<file path="src/verilog/bcw_pkg.sv">
// Shared constants and types for the bus communication watchdog.
// Assumes a protocol engine that turns master register requests into
// single-cycle request strobes and accepts one answer strobe per request.
`default_nettype none
package bcw_pkg;
	// ==========================================================
	// Register addresses
	localparam logic [15:0] ADDR_COMMAND_WORD = 16'hFA00;
	localparam logic [15:0] ADDR_TIMEOUT_MS = 16'hFA01;
	localparam logic [15:0] ADDR_STATE_CODE = 16'hFA02;

	// ==========================================================
	// Command codes and reset values
	localparam logic [15:0] CMD_START = 16'h5555;
	localparam logic [15:0] CMD_STOP = 16'h55AA;
	localparam logic [15:0] CMD_RESET = 16'hAAAA;
	localparam logic [15:0] TIMEOUT_RESET = 16'h0000;
	localparam logic [15:0] CMD_READ_VALUE = 16'h0000;

	// ==========================================================
	// Status codes reported for each state
	localparam logic [15:0] CODE_NO_TIMEOUT = 16'hFFFF;
	localparam logic [15:0] CODE_IDLE = 16'h0000;
	localparam logic [15:0] CODE_COUNTING = 16'h0001;
	localparam logic [15:0] CODE_TIMED_OUT = 16'h0002;

	// ==========================================================
	// Exception codes
	localparam logic [7:0] EXC_NONE = 8'h00;
	localparam logic [7:0] EXC_ILLEGAL_FUNCTION = 8'h01;
	localparam logic [7:0] EXC_ILLEGAL_ADDRESS = 8'h02;
	localparam logic [7:0] EXC_ILLEGAL_VALUE = 8'h03;

	// ==========================================================
	// Timing
	localparam int CLK_PERIOD_NS = 4;
	localparam int TICK_PERIOD_NS = 1000000;
	localparam int TICK_CYCLES_DEF = TICK_PERIOD_NS / CLK_PERIOD_NS;
	localparam logic [15:0] COUNT_LAST = 16'h0001;

	// ==========================================================
	// Types
	typedef enum logic [3:0] {
		state_no_timeout = 4'h1,
		state_idle = 4'h2,
		state_counting = 4'h4,
		state_timed_out = 4'h8
	} bcw_state_type;

	typedef struct packed {
		logic valid;
		logic write;
		logic [15:0] addr;
		logic [15:0] wdata;
	} bcw_req_type;

	typedef struct packed {
		logic done;
		logic exc;
		logic [7:0] exc_code;
		logic [15:0] rdata;
	} bcw_rsp_type;
endpackage
`default_nettype wire

</file>
<file path="src/verilog/bcw_bus_comm_watchdog.sv">
// Communication watchdog with command, timeout and status registers.
// Assumes requests arrive as one-cycle strobes synchronous to CLK_SYS_IN
// and that mode and trigger options come from the configuration logic.
//
// Function
// - Command register reads never return the last written command.
// - Start while no timeout configured answers exception 0x03.
// - Explicit mode: start or stop when timed out answers 0x03.
// - Otherwise start reloads the full count and enters counting.
// - Allowed stop 0x55AA halts countdown and enters idle.
// - Stop while no timeout configured answers exception 0x03.
// - Auto-run mode: every stop answers exception 0x03.
// - Repeated stop while idle changes nothing and raises no error.
// - Explicit mode: reset 0xAAAA when timed out enters idle.
// - Reset in any other state or mode answers exception 0x03.
// - Timeout register is 16 bits of 1 ms, resetting to zero.
// - With zero timeout the unit stays unconfigured and never starts.
// - Timeout writes refused with 0x01 while counting or timed out.
// - Status codes: FFFF unconfigured, 0 idle, 1 counting, 2 timed out.
// - Only a nonzero timeout write leaves the unconfigured state.
// - Explicit mode: configured idle unit starts counting on start.
// - Auto-run mode never reports idle; it starts counting itself.
// - Counting ends when the timeout elapses, entering timed out.
// - Auto-run mode: trigger in timed out restarts counting.
// - Valid requests trigger, except status access without status trigger option, and explicit option.
// - Mode comes from configuration bit 7.
// - No trigger within timeout while counting starts timeout response.
// - Auto-run mode only takes effect while timeout is nonzero.
`default_nettype none
module bcw_bus_comm_watchdog #(
	parameter int TICK_CYCLES = bcw_pkg::TICK_CYCLES_DEF
) (
	input wire logic CLK_SYS_IN,
	input wire logic SYS_RST_IN,
	input wire bcw_pkg::bcw_req_type REQ_IN,
	output var bcw_pkg::bcw_rsp_type RSP_OUT,
	input wire logic EXT_TRIGGER_IN,
	input wire logic MODE_AUTO_RUN_IN,
	input wire logic EXPLICIT_TRIGGER_IN,
	input wire logic STATUS_TRIGGER_IN,
	output logic TIMEOUT_EVENT_OUT,
	output logic TIMED_OUT_OUT
);
	import bcw_pkg::*;

	localparam int PW = (TICK_CYCLES > 2) ? $clog2(TICK_CYCLES) : 1;

	// ==========================================================
	// Elaboration check
	if (TICK_CYCLES < 2) begin : g_tick_check
		$error("TICK_CYCLES must be at least 2");
	end

	// ==========================================================
	// Storage
	bcw_state_type st_q, st_d;
	logic [15:0] timeout_q;
	logic [15:0] count_q;
	logic [PW-1:0] presc_q;
	logic tick;
	logic load;
	logic [15:0] load_val;
	logic tmo_we;
	logic exc;
	logic [7:0] exc_code;
	logic [15:0] rdata;
	logic start_ok;
	logic trig;
	logic expire;
	logic [15:0] state_code;

	// Status code of the current state
	always_comb begin
		case (st_q)
			state_no_timeout: state_code = CODE_NO_TIMEOUT;
			state_idle: state_code = CODE_IDLE;
			state_counting: state_code = CODE_COUNTING;
			state_timed_out: state_code = CODE_TIMED_OUT;
			default: state_code = CODE_NO_TIMEOUT;
		endcase
	end

	// Millisecond tick, only while counting
	assign tick = (st_q == state_counting) && (presc_q == PW'(TICK_CYCLES - 1));
	assign expire = tick && (count_q == COUNT_LAST);

	// ==========================================================
	// Request decode and next state
	always_comb begin
		st_d = st_q;
		load = 1'b0;
		tmo_we = 1'b0;
		exc = 1'b0;
		exc_code = EXC_NONE;
		rdata = 16'h0000;
		start_ok = 1'b0;
		trig = 1'b0;
		load_val = timeout_q;
		// Autonomous steps
		if (expire) begin
			st_d = state_timed_out;
		end
		if (MODE_AUTO_RUN_IN && st_q == state_idle) begin
			st_d = state_counting;
			load = 1'b1;
		end
		if (REQ_IN.valid) begin
			case (REQ_IN.addr)
				ADDR_COMMAND_WORD: begin
					if (!REQ_IN.write) begin
						rdata = CMD_READ_VALUE;
					end else begin
						case (REQ_IN.wdata)
							CMD_START: begin
								if (st_q == state_no_timeout) begin
									exc = 1'b1;
								end else if (!MODE_AUTO_RUN_IN && st_q == state_timed_out) begin
									exc = 1'b1;
								end else begin
									st_d = state_counting;
									load = 1'b1;
									start_ok = 1'b1;
								end
							end
							CMD_STOP: begin
								if (MODE_AUTO_RUN_IN) begin
									exc = 1'b1;
								end else if (st_q == state_no_timeout) begin
									exc = 1'b1;
								end else if (st_q == state_timed_out) begin
									exc = 1'b1;
								end else begin
									st_d = state_idle;
									load = 1'b0;
								end
							end
							CMD_RESET: begin
								if (!MODE_AUTO_RUN_IN && st_q == state_timed_out) begin
									st_d = state_idle;
								end else begin
									exc = 1'b1;
								end
							end
							default: begin
								exc = 1'b1;
							end
						endcase
						exc_code = exc ? EXC_ILLEGAL_VALUE : EXC_NONE;
					end
				end
				ADDR_TIMEOUT_MS: begin
					if (!REQ_IN.write) begin
						rdata = timeout_q;
					end else if (st_q == state_counting || st_q == state_timed_out) begin
						exc = 1'b1;
						exc_code = EXC_ILLEGAL_FUNCTION;
					end else begin
						tmo_we = 1'b1;
						load_val = REQ_IN.wdata;
						if (REQ_IN.wdata == TIMEOUT_RESET) begin
							st_d = state_no_timeout;
							load = 1'b0;
						end else if (MODE_AUTO_RUN_IN) begin
							st_d = state_counting;
							load = 1'b1;
						end else begin
							st_d = state_idle;
							load = 1'b0;
						end
					end
				end
				ADDR_STATE_CODE: begin
					if (!REQ_IN.write) begin
						rdata = state_code;
					end else begin
						exc = 1'b1;
						exc_code = EXC_ILLEGAL_FUNCTION;
					end
				end
				default: begin
					exc = 1'b1;
					exc_code = EXC_ILLEGAL_ADDRESS;
				end
			endcase
		end
		// Trigger qualification
		if (EXPLICIT_TRIGGER_IN) begin
			trig = start_ok;
		end else begin
			trig = EXT_TRIGGER_IN || (REQ_IN.valid && !exc && REQ_IN.addr != ADDR_STATE_CODE);
		end
		if (REQ_IN.valid && !REQ_IN.write && REQ_IN.addr == ADDR_STATE_CODE && STATUS_TRIGGER_IN) begin
			trig = 1'b1;
		end
		// A trigger in the expiry cycle still arrived in time
		if (trig && (st_d == state_counting || (expire && st_d == state_timed_out))) begin
			st_d = state_counting;
			load = 1'b1;
		end
		if (trig && MODE_AUTO_RUN_IN && st_q == state_timed_out && st_d == state_timed_out) begin
			st_d = state_counting;
			load = 1'b1;
		end
	end

	// ==========================================================
	// State register
	always_ff @(posedge CLK_SYS_IN) begin
		if (SYS_RST_IN) begin
			st_q <= state_no_timeout;
		end else begin
			st_q <= st_d;
		end
	end

	// Timeout register
	always_ff @(posedge CLK_SYS_IN) begin
		if (SYS_RST_IN) begin
			timeout_q <= TIMEOUT_RESET;
		end else if (tmo_we) begin
			timeout_q <= REQ_IN.wdata;
		end
	end

	// Countdown and prescaler
	always_ff @(posedge CLK_SYS_IN) begin
		if (SYS_RST_IN) begin
			count_q <= TIMEOUT_RESET;
			presc_q <= '0;
		end else if (load) begin
			count_q <= load_val;
			presc_q <= '0;
		end else if (st_q == state_counting) begin
			presc_q <= tick ? '0 : presc_q + PW'(1);
			if (tick) begin
				count_q <= count_q - 16'h0001;
			end
		end else begin
			presc_q <= '0;
		end
	end

	// Answer register
	always_ff @(posedge CLK_SYS_IN) begin
		if (SYS_RST_IN) begin
			RSP_OUT <= '0;
		end else begin
			RSP_OUT.done <= REQ_IN.valid;
			RSP_OUT.exc <= REQ_IN.valid && exc;
			RSP_OUT.exc_code <= REQ_IN.valid ? exc_code : EXC_NONE;
			RSP_OUT.rdata <= (REQ_IN.valid && !exc) ? rdata : 16'h0000;
		end
	end

	// Timeout response outputs
	always_ff @(posedge CLK_SYS_IN) begin
		if (SYS_RST_IN) begin
			TIMEOUT_EVENT_OUT <= 1'b0;
			TIMED_OUT_OUT <= 1'b0;
		end else begin
			TIMEOUT_EVENT_OUT <= (st_q == state_counting) && (st_d == state_timed_out);
			TIMED_OUT_OUT <= (st_d == state_timed_out);
		end
	end

	// ==========================================================
	// Assertions
	a_cmd_read_zero: assert property (@(posedge CLK_SYS_IN) disable iff (SYS_RST_IN)
		REQ_IN.valid && !REQ_IN.write && REQ_IN.addr == ADDR_COMMAND_WORD
		|=> RSP_OUT.done && !RSP_OUT.exc && RSP_OUT.rdata == CMD_READ_VALUE)
		else $error("command register read returned data");

	a_start_unconf: assert property (@(posedge CLK_SYS_IN) disable iff (SYS_RST_IN)
		REQ_IN.valid && REQ_IN.write && REQ_IN.addr == ADDR_COMMAND_WORD
		&& REQ_IN.wdata == CMD_START && st_q == state_no_timeout
		|=> RSP_OUT.exc && RSP_OUT.exc_code == EXC_ILLEGAL_VALUE && st_q == state_no_timeout)
		else $error("start accepted without timeout");

	a_start_expired: assert property (@(posedge CLK_SYS_IN) disable iff (SYS_RST_IN)
		REQ_IN.valid && REQ_IN.write && REQ_IN.addr == ADDR_COMMAND_WORD
		&& (REQ_IN.wdata == CMD_START || REQ_IN.wdata == CMD_STOP)
		&& !MODE_AUTO_RUN_IN && st_q == state_timed_out
		|=> RSP_OUT.exc_code == EXC_ILLEGAL_VALUE && st_q == state_timed_out)
		else $error("start or stop accepted while timed out");

	a_start_reload: assert property (@(posedge CLK_SYS_IN) disable iff (SYS_RST_IN)
		REQ_IN.valid && REQ_IN.write && REQ_IN.addr == ADDR_COMMAND_WORD
		&& REQ_IN.wdata == CMD_START && st_q == state_idle
		|=> st_q == state_counting && count_q == timeout_q && !RSP_OUT.exc)
		else $error("start did not reload the count");

	a_stop_auto: assert property (@(posedge CLK_SYS_IN) disable iff (SYS_RST_IN)
		REQ_IN.valid && REQ_IN.write && REQ_IN.addr == ADDR_COMMAND_WORD
		&& REQ_IN.wdata == CMD_STOP && MODE_AUTO_RUN_IN
		|=> RSP_OUT.exc && RSP_OUT.exc_code == EXC_ILLEGAL_VALUE)
		else $error("stop accepted in auto-run mode");

	a_reset_idle: assert property (@(posedge CLK_SYS_IN) disable iff (SYS_RST_IN)
		REQ_IN.valid && REQ_IN.write && REQ_IN.addr == ADDR_COMMAND_WORD
		&& REQ_IN.wdata == CMD_RESET && !MODE_AUTO_RUN_IN && st_q == state_timed_out
		|=> st_q == state_idle && !RSP_OUT.exc)
		else $error("reset did not return to idle");

	a_timeout_locked: assert property (@(posedge CLK_SYS_IN) disable iff (SYS_RST_IN)
		REQ_IN.valid && REQ_IN.write && REQ_IN.addr == ADDR_TIMEOUT_MS
		&& (st_q == state_counting || st_q == state_timed_out)
		|=> RSP_OUT.exc_code == EXC_ILLEGAL_FUNCTION && $stable(timeout_q))
		else $error("timeout written while active");

	a_auto_not_idle: assert property (@(posedge CLK_SYS_IN) disable iff (SYS_RST_IN)
		MODE_AUTO_RUN_IN && $past(MODE_AUTO_RUN_IN) && !$past(SYS_RST_IN) |-> st_q != state_idle)
		else $error("idle reported in auto-run mode");

	a_expiry_entry: assert property (@(posedge CLK_SYS_IN) disable iff (SYS_RST_IN)
		expire && !REQ_IN.valid && !EXT_TRIGGER_IN
		|=> st_q == state_timed_out && TIMEOUT_EVENT_OUT ##1 !TIMEOUT_EVENT_OUT)
		else $error("expiry not entered on count end");

	a_trigger_reload: assert property (@(posedge CLK_SYS_IN) disable iff (SYS_RST_IN)
		EXT_TRIGGER_IN && !EXPLICIT_TRIGGER_IN && !REQ_IN.valid && st_q == state_counting
		|=> st_q == state_counting && count_q == timeout_q && presc_q == '0)
		else $error("trigger did not reload count");

	a_reset_refused: assert property (@(posedge CLK_SYS_IN) disable iff (SYS_RST_IN)
		REQ_IN.valid && REQ_IN.write && REQ_IN.addr == ADDR_COMMAND_WORD
		&& REQ_IN.wdata == CMD_RESET && (MODE_AUTO_RUN_IN || st_q != state_timed_out)
		|=> RSP_OUT.exc && RSP_OUT.exc_code == EXC_ILLEGAL_VALUE)
		else $error("reset accepted outside timed out");

	a_stop_to_idle: assert property (@(posedge CLK_SYS_IN) disable iff (SYS_RST_IN)
		REQ_IN.valid && REQ_IN.write && REQ_IN.addr == ADDR_COMMAND_WORD
		&& REQ_IN.wdata == CMD_STOP && !MODE_AUTO_RUN_IN
		&& (st_q == state_counting || st_q == state_idle)
		|=> st_q == state_idle && !RSP_OUT.exc)
		else $error("allowed stop did not reach idle");

	a_zero_unconf: assert property (@(posedge CLK_SYS_IN) disable iff (SYS_RST_IN)
		timeout_q == TIMEOUT_RESET |-> st_q == state_no_timeout)
		else $error("configured state with zero timeout");

	a_status_running: assert property (@(posedge CLK_SYS_IN) disable iff (SYS_RST_IN)
		REQ_IN.valid && !REQ_IN.write && REQ_IN.addr == ADDR_STATE_CODE
		&& st_q == state_counting
		|=> RSP_OUT.rdata == CODE_COUNTING)
		else $error("wrong status code while counting");
endmodule
`default_nettype wire

</file>
<file path="config.mk">
export PLATFORM = sky130hd
export DESIGN_NAME = bcw_bus_comm_watchdog
export DESIGN_NICKNAME = d
export VERILOG_FILES = /design/src/verilog/bcw_pkg.sv /design/src/verilog/bcw_bus_comm_watchdog.sv
export SDC_FILE = /design/constraint.sdc
export NUM_CORES = 1
export LEC_CHECK = 0
export BUFFER_PORTS_ARGS = -buffer_cell sky130_fd_sc_hd__buf_4
export CELL_PAD_IN_SITES_DETAIL_PLACEMENT = 1
export CELL_PAD_IN_SITES_GLOBAL_PLACEMENT = 2
export CORE_ASPECT_RATIO = 1.1
export CORE_MARGIN = 3
export CORE_UTILIZATION = 33
export CTS_CLUSTER_SIZE = 30
export DETAILED_ROUTE_END_ITERATION = 10
export PLACE_DENSITY_LB_ADDON = 0.1
export SLEW_MARGIN = 20
export SYNTH_ARGS = -nofsm -noshare
export SYNTH_HDL_FRONTEND = slang
export SYNTH_SLANG_ARGS = --single-unit
</file>
<file path="constraint.sdc">
create_clock -name CLK_SYS_IN -period 4.4 [get_ports CLK_SYS_IN]
set_clock_uncertainty 0.15 [all_clocks]
set_input_delay 0.66 -clock CLK_SYS_IN [delete_from_list [all_inputs] [get_ports CLK_SYS_IN]]
set_output_delay 0.66 -clock CLK_SYS_IN [all_outputs]
set_load 0.01 [all_outputs]
</file>
## Word level (Yosys, flattened, before mapping)

Cells that the tools add are included.

- Register bits: 82
- Output and inout port bits: 28

- Add/sub/neg operators: 2
- Equal/unequal tests: 17
- Multiplexer cells: 78
- Bitwise operators: 3
- Reduce and logical (&&, ||, !) cells: 29

Operator list:

| operator | count |
|---|---|
| $mux W16 | 9 |
| $eq A16 B16 Y1 const B | 4 |
| $mux W4 | 14 |
| $pmux W16 S3 | 1 |
| $mux W1 | 42 |
| $eq A16 B15 Y1 const B | 2 |
| $pmux W16 S2 | 1 |
| $pmux W8 S3 | 1 |
| $add A18 B1 Y18 const B | 1 |
| $eq A18 B18 Y1 const B | 1 |
| $eq A16 B1 Y1 const B | 1 |
| $eq A4 B4 Y1 const B | 4 |
| $logic_and A1 B1 Y1 | 16 |
| $logic_not A16 Y1 | 1 |
| $ne A16 B16 Y1 const B | 1 |
| $sub A16 B1 Y16 const B | 1 |
| $pmux W4 S3 | 1 |
| $eq A4 B3 Y1 const B | 2 |
| $pmux W4 S2 | 1 |
| $mux W3 | 2 |
| $pmux W1 S3 | 2 |
| $eq A4 B1 Y1 const B | 1 |
| $eq A4 B2 Y1 const B | 1 |
| $mux W2 | 2 |
| 9 further kinds | 17 |

## Longest topological paths before layout

Gate-level depths: netlist (run 1).

- Word-level depth: 24
- Depth in mapped cells: 10
- Mapped depth without buffers: 9

## Least setup slack after synthesis (run 1)

No wires, ideal clock.

- Kind: input to register
- Start point: in REQ_IN[0] in the netlist's numbering
- End point: reg count_q[10]
- Arrival time: 3038 ps
- Required time: 4129 ps
- Setup slack: 1091 ps
- Cell stages on the path: 9
- Path through: or4_4 > nor2_2 > o21ai_1 > a221o_2 > o211ai_1 > a21boi_2 > o31ai_4 > buf_8 > mux2_4

- Longest elaborated chain between the ends: 21

RTL lines:

| what | line | RTL |
|---|---|---|
| from (decl) | bcw_bus_comm_watchdog.sv:35 | `input wire bcw_pkg::bcw_req_type REQ_IN,` |
| $eq A16 B16 Y1 or $eq A16 B15 Y1 (tied branches) | bcw_bus_comm_watchdog.sv:113 | `case (REQ_IN.wdata)` |
| $pmux W1 S3 | bcw_bus_comm_watchdog.sv:113 |  |
| $mux W1 | bcw_bus_comm_watchdog.sv:110 | `if (!REQ_IN.write) begin` |
| $mux W1 | bcw_bus_comm_watchdog.sv:108 | `case (REQ_IN.addr)` |
| $mux W1 | bcw_bus_comm_watchdog.sv:107 | `if (REQ_IN.valid) begin` |
| $mux W1 | bcw_bus_comm_watchdog.sv:110 |  |
| $pmux W1 S3 | bcw_bus_comm_watchdog.sv:108 |  |
| $mux W1 | bcw_bus_comm_watchdog.sv:107 |  |
| [... 5 more ...] | n/a |  |
| $mux W1 | bcw_bus_comm_watchdog.sv:192 | `if (REQ_IN.valid && !REQ_IN.write && REQ_IN.addr == ADDR_STATE_CODE && STATUS_TRIGGER_IN) begin` |
| $logic_and A1 B1 Y1 | bcw_bus_comm_watchdog.sv:196 | `if (trig && (st_d == state_counting \|\| (expire && st_d == state_timed_out))) begin` |
| $mux W4 | bcw_bus_comm_watchdog.sv:196 |  |
| $eq A4 B4 Y1 | bcw_bus_comm_watchdog.sv:200 | `if (trig && MODE_AUTO_RUN_IN && st_q == state_timed_out && st_d == state_timed_out) begin` |
| $logic_and A1 B1 Y1 | bcw_bus_comm_watchdog.sv:200 |  |
| $mux W1 (*) | bcw_bus_comm_watchdog.sv:200 |  |
| $reduce_bool A2 Y1 (no line) | n/a |  |
| $reduce_and A2 Y1 (no line) | n/a |  |
| to (signal assigned) | bcw_bus_comm_watchdog.sv:231 | `count_q <= load_val;` |
| to (signal assigned) | bcw_bus_comm_watchdog.sv:236 | `count_q <= count_q - 16'h0001;` |
| to (decl) | bcw_bus_comm_watchdog.sv:58 | `logic [15:0] count_q;` |

Every way passes the cells marked *; elsewhere a longest branch is shown, timed or not. The select of a mux whose other input is x is not followed.
A chain may end at the register's enable or synchronous reset.

## Final worst setup path (run 1)

- Start point: reg count_q[2]
- End point: reg count_q[15]

- Longest elaborated chain between the ends: 21

RTL lines:

| what | line | RTL |
|---|---|---|
| $eq A16 B1 Y1 | bcw_bus_comm_watchdog.sv:85 | `assign expire = tick && (count_q == COUNT_LAST);` |
| $logic_and A1 B1 Y1 | bcw_bus_comm_watchdog.sv:85 |  |
| $mux W4 | bcw_bus_comm_watchdog.sv:100 | `if (expire) begin` |
| $mux W4 | bcw_bus_comm_watchdog.sv:103 | `if (MODE_AUTO_RUN_IN && st_q == state_idle) begin` |
| $mux W4 | bcw_bus_comm_watchdog.sv:130 | `end else if (st_q == state_timed_out) begin` |
| $mux W4 | bcw_bus_comm_watchdog.sv:128 | `end else if (st_q == state_no_timeout) begin` |
| $mux W4 | bcw_bus_comm_watchdog.sv:126 | `if (MODE_AUTO_RUN_IN) begin` |
| $pmux W4 S3 | bcw_bus_comm_watchdog.sv:113 |  |
| [... 5 more ...] | n/a |  |
| $logic_or A1 B1 Y1 | bcw_bus_comm_watchdog.sv:196 |  |
| $logic_and A1 B1 Y1 | bcw_bus_comm_watchdog.sv:196 |  |
| $mux W4 | bcw_bus_comm_watchdog.sv:196 |  |
| $eq A4 B4 Y1 | bcw_bus_comm_watchdog.sv:200 |  |
| $logic_and A1 B1 Y1 | bcw_bus_comm_watchdog.sv:200 |  |
| $mux W1 | bcw_bus_comm_watchdog.sv:200 |  |
| $reduce_bool A2 Y1 (no line) | n/a |  |
| $reduce_and A2 Y1 (no line) | n/a |  |

Several ways; a longest one is shown, not always the timed one. The select of a mux whose other input is x is not followed.

==> results of run 1 <==
registers in the layout, summed over array words and instances (netlist names):
| register | flops |
|---|---|
| timeout_q | 16 |
| TIMED_OUT_OUT | 1 |
| TIMEOUT_EVENT_OUT | 1 |
| presc_q | 18 |
| count_q | 16 |
| RSP_OUT | 20 |
| st_q | 4 |
cell type report:
class / count / area (µm²)
clock buffer: 10 / 229
clock inverter: 6 / 88.8
fill: 1326 / 6430
inverter: 9 / 33.8
multi-input combinational: 339 / 2180
sequential: 76 / 1520
tap: 147 / 184
timing repair buffer: 65 / 488
per-stage QoR:
step / cells / instance area (µm²) / setup WS (ns) / power [µW] / hold WS [ns]
3_5_place_dp: 636 / 4410 / 0.605 / 770 / 0.305
2_1_floorplan: 449 / 3880 / 1.09 / 732 / 0.283
5_1_grt: 652 / 4730 / 0.672 / 1600 / 0.343
4_1_cts: 652 / 4730 / 0.910 / 1570 / 0.317
6_report: 652 / 4730 / 0.967 / 1550 / 0.318
3_3_place_gp: 636 / 4410 / 0.646 / 770 / 0.305
per-layer routing:
| layer | wire [µm] | GRT usage |
|---|---|---|
| met5 | 0 | 0 |
| met2 | 5040 | 0.276 |
| met1 | 4950 | 0.234 |
| met3 | 408 | 0.0320 |
| met4 | 96 | 0.0474 |
logic make-up after synthesis:
| family | count (synthesis) |
|---|---|
| AOI/OAI and AO/OA | 54 |
| xor gates and xnor gates | 35 |
| adders and majority gates | 3 |
| buffers and inverters | 34 |
| DFF | 76 |
| muxes | 33 |
| other | 1 |
| and+or+nand+nor | 208 |
where the power goes:
part / total (µW) / leakage (µW) / switching [µW] / internal [µW]
combinational: 65.1 / 0.00112 / 33.8 / 31.2
sequential: 690 / 0.000613 / 0.340 / 689
clock: 791 / 0.000149 / 294 / 497
cells in the final DEF, fill, tap and decap left out, types with 4 or more instances in the layout:
cell type | netlist | layout
o21ai_0 | 7 | 7
buf_4 | 6 | 65
conb_1 | 1 | 6
a21oi_1 | 21 | 21
nor2_1 | 65 | 65
nand2_1 | 36 | 36
mux2i_1 | 16 | 16
xor2_1 | 23 | 23
nand4_1 | 8 | 8
and3_1 | 6 | 6
or4_1 | 4 | 4
xnor2_1 | 12 | 12
nand2b_1 | 8 | 8
nand3_1 | 16 | 16
dfxtp_1 | 76 | 76
inv_1 | 9 | 9
clkbuf_16 | 0 | 9
and4_1 | 5 | 5
nor4_1 | 6 | 6
nor3_1 | 31 | 31
mux2_4 | 10 | 10
o22ai_1 | 4 | 4
mux2_2 | 5 | 5
path summary, 6_finish.rpt:
| path | from | endpoint | slack, ns | cells past startpoint |
|---|---|---|---|---|
| setup / recovery | count_q[2] | count_q[15] | 0.97 | 8 |
| hold / removal | timeout_q[2] | RSP_OUT[2] | 0.32 | 2 |
| setup reg to reg | count_q[2] | count_q[15] | 0.97 | 8 |
| hold reg to reg | timeout_q[2] | RSP_OUT[2] | 0.32 | 2 |
worst register-to-register path, stage by stage, from the launching register on:
cell      delay [ns]
dfxtp_1         0.34
or4_1           0.62
nor3_1          0.46
and4_1          0.37
o22ai_1         0.11
a21boi_2        0.18
o31ai_4         0.25
buf_4           0.43
mux2_2          0.41
==> flow_summary.toml, run 1 <==
[status]
status = "complete, no violations"

[clock_tree]
cts-root-buf = "clkbuf_16"
cts.htree.levels = 3
clock_path_buffers = 2
postCtsHoldBufs = 0
clkTransAtPathRegs_ns = 0.06
insertion_delay_ns = 0.33
cts_tree = "done"
post-cts-setup-buffers = 0
cts_buffers = 9
post_cts_resized = 0
cts.sinks = 76

[die]
rows = 40
die_area_um2 = 13000
io_pins = 68
start_util = 0.346
die_h_um = 119
die_w_um = 109
core_um2 = 11200

[logic_synthesis]
yosys.area_share.simple = 0.272
yosys_warnings = 0
synth-edff-count = 0
synth_top_family_by_area = "simple AND/OR/NAND/NOR gates"
synth_xor_xnor_area_share = 0.0794
seq_area_frac_synth = 0.394
synth_cells = 444
synth_area_um2 = 3860
synthFlopType = "dfxtp_1"
synthMuxAreaShare = 0.101
yosys.cell_count.top_type = "dfxtp_1"
synth_top_cell_by_area = "dfxtp_1"
ys_seq_elements = 76
synthTopCellsByArea = "dfxtp_1, nor2_1, xor2_1"
ys_top_cells_by_count = "dfxtp_1, nor2_1, nand2_1"
synth.avg_cell_area_um2 = 8.69
synthAdderAreaFrac = 0.00972
synth_top_area_share = 0.394
synthDistinctLibCells = 62
synthArstFlopShare = 0
synth-compound-area-share = 0.0972

[setup_path]
critPathKind = "reg -> reg"
max_stage_delay_ns = 0.62
path_delay_family = "simple AND/OR/NAND/NOR gates"
critPathRequiredTime_ns = 4.47
cp.arrival_ns = 3.50
endpoint_kind = "register"
cp_max_fo = 34
slowest_stage = "or4_1"
crit_buf_inv = 1
cp_cell_sequence = "or4_1, nor3_1, and4_1, o22ai_1, a21boi_2, o31ai_4, buf_4, mux2_2"
critPathLaunchType = "register"

[timing]
finalHoldViolCount = 0
maxSlewHeadroom = 0.587
max_freq_mhz = 291
setup_viol = 0
worst_pin_slew_ns = 0.618
finalCriticalPeriod_ns = 3.43
rsz0062_at_grt = "no"
fin_crit_sh = 0.780
slew_viol_final = 0
fin_tns_setup_ns = 0

[detailed_routing]
vias_per_cell = 4.98
wirelength_um = 10500
antenna_left = 0
drc = 0
via_count = 3247
drt_iter0_markers = 107
detail_route.wl_per_cell_um = 16.1
dr.pass1.iters = 5

[layout]
final_core_util = 0.424
nets = 543
drive_gt1_frac = 0.212
diodes = 0
area_growth_pct = 22.5

[grt]
grt.total_usage = 0.172
grt_pass1_vias = 3447
grt_max_degree = 39
grt-ovfl-total = 0
grt_pass1_wl_um = 17600
antenna_found_initial = 0

[power_and_ir_drop]
vdd_drop_max_uv = 140
p_leak_uw = 0.00189
power.density_nw_per_um2 = 327

[place]
routabilityCongestion = 0.792
portBuffers = 61
place_hpwl_um = 7940

[flow_run]
max_cap_viol_count = 0

[min_path]
worstHoldPathType = "reg -> reg"
Note: power is estimated with default switching activity, not from simulation.
==> run 2: changes to the inputs <==
clock period = 3.6 ns   (was 4.4 ns; I/O delays follow)
==> flow_summary.toml, run 2 (synthesized netlist as in run 1, its figures left out) <==
[power_and_ir_drop]
power_frac_seq = 0.469
p_switching_uw = 424
p_clk_frac = 0.487
p_leak_uw = 0.00191
power.density_nw_per_um2 = 378
total_power_uw = 1800
comb_power_share = 0.044
p_sw_frac = 0.236
vdd_drop_max_uv = 249
intPower_uw = 1370

[timing]
slew_viol_final = 0
worst_pin_slew_ns = 0.645
setup_viol = 0
finalCriticalPeriod_ns = 3.17
max_freq_mhz = 315
fin_tns_setup_ns = 0
rsz0062_at_grt = "no"
finalHoldViolCount = 0
worst_slack_ns = 0.427
fin_crit_sh = 0.881
maxSlewHeadroom = 0.569
whs_ns = 0.311

[setup_path]
critPathRequiredTime_ns = 3.68
cp_max_fo = 34
endpoint_kind = "register"
cp.arrival_ns = 3.25
critPathLaunchType = "primary input"
critPathKind = "in -> reg"

[place]
portBuffers = 61
place_hpwl_um = 7950
routabilityCongestion = 0.798
place_ws_ns = 0.0816

[clock_tree]
cts_tree = "done"
clkTransAtPathRegs_ns = 0.06
cts_buffers = 9
cts.htree.levels = 3
post_cts_resized = 0
cts-root-buf = "clkbuf_16"
post-cts-setup-buffers = 0
insertion_delay_ns = 0.34
clock_path_buffers = 2
cts.sinks = 76
postCtsHoldBufs = 0

[detailed_routing]
drt_iter0_markers = 129
antenna_left = 0
detail_route.wl_per_cell_um = 16.0
via_count = 3307
wirelength_um = 10500
vias_per_cell = 5.03
drc = 0
dr.pass1.iters = 4

[grt]
antenna_found_initial = 0
grt-ovfl-total = 0
grt_pass1_vias = 3426
grt.total_usage = 0.170
grt_pass1_wl_um = 17300
grt_max_degree = 39

[min_path]
worstHoldPathType = "reg -> reg"

[layout]
largest-register = "RSP_OUT"
largestRegisters = "RSP_OUT (20), presc_q (18)"
fill_cells = 1340
drive_gt1_frac = 0.223
final_core_util = 0.426
nets = 549
diodes = 0
final_cell_mix = "dfxtp_1, buf_4, nor2_1, nand2_1, nor3_1"
largest_reg_flops = 20
area_growth_pct = 23.1
final_common_cell = "dfxtp_1"

[die]
die_w_um = 109
io_pins = 68
die_h_um = 119
die_area_um2 = 13000
start_util = 0.346
rows = 40
core_um2 = 11200

[flow_run]
max_cap_viol_count = 0

[status]
status = "complete, no violations"
run 2: critical path, stage by stage:
cell and delay, ns:
buf_4 0.11, or4_1 0.59, nor4_1 0.40, a221o_2 0.34, o22ai_1 0.13, a21boi_2 0.19
o31ai_4 0.30, buf_12 0.26, mux2_2 0.36
run 2: per-layer routing:
layer  vias up  GRT usage  wire, µm
met5         -          0         0
met4         0     0.0474       102
met3         9     0.0407       473
met2        52      0.279      4970
met1      1578      0.221      5000
li1       1668          -         -
run 2: power groups by stage:
stage                     Sequential (µW)  Clock (µW)  Combinational (µW)
after global placement                862           0                78.8
after global routing                  842         945                86.3
after detailed placement              862           0                78.8
after CTS                             843         911                79.3
final                                 843         875                78.8
after floorplan                       863           0                31.4
run 2: final cells by class:
type | count | area (µm²) | share of cell area
Multi-Input combinational cell | 339 | 2180 | 0.459
Sequential cell | 76 | 1520 | 0.320
Timing Repair Buffer | 71 | 546 | 0.115
Clock buffer | 10 | 239 | 0.0503
Tap cell | 147 | 184 | 0.0387
Clock inverter | 6 | 47.5 | 0.0100
Inverter | 9 | 33.8 | 0.00711
run 2: final timing paths:
kind	slack, ns	to	depth (start not counted)	start
min reg2reg	0.31	presc_q[0]	1	presc_q[0]
max reg2reg	0.45	count_q[0]	9	st_q[0]
max	0.43	count_q[0]	9	REQ_IN[8]
min	0.31	presc_q[0]	1	presc_q[0]
run 2: through the flow:
step                instance area, µm²  std cells
floorplan                         3880        449
global placement                  4470        642
detailed placement                4470        642
CTS                               4750        658
global route                      4750        658
finish                            4750        658
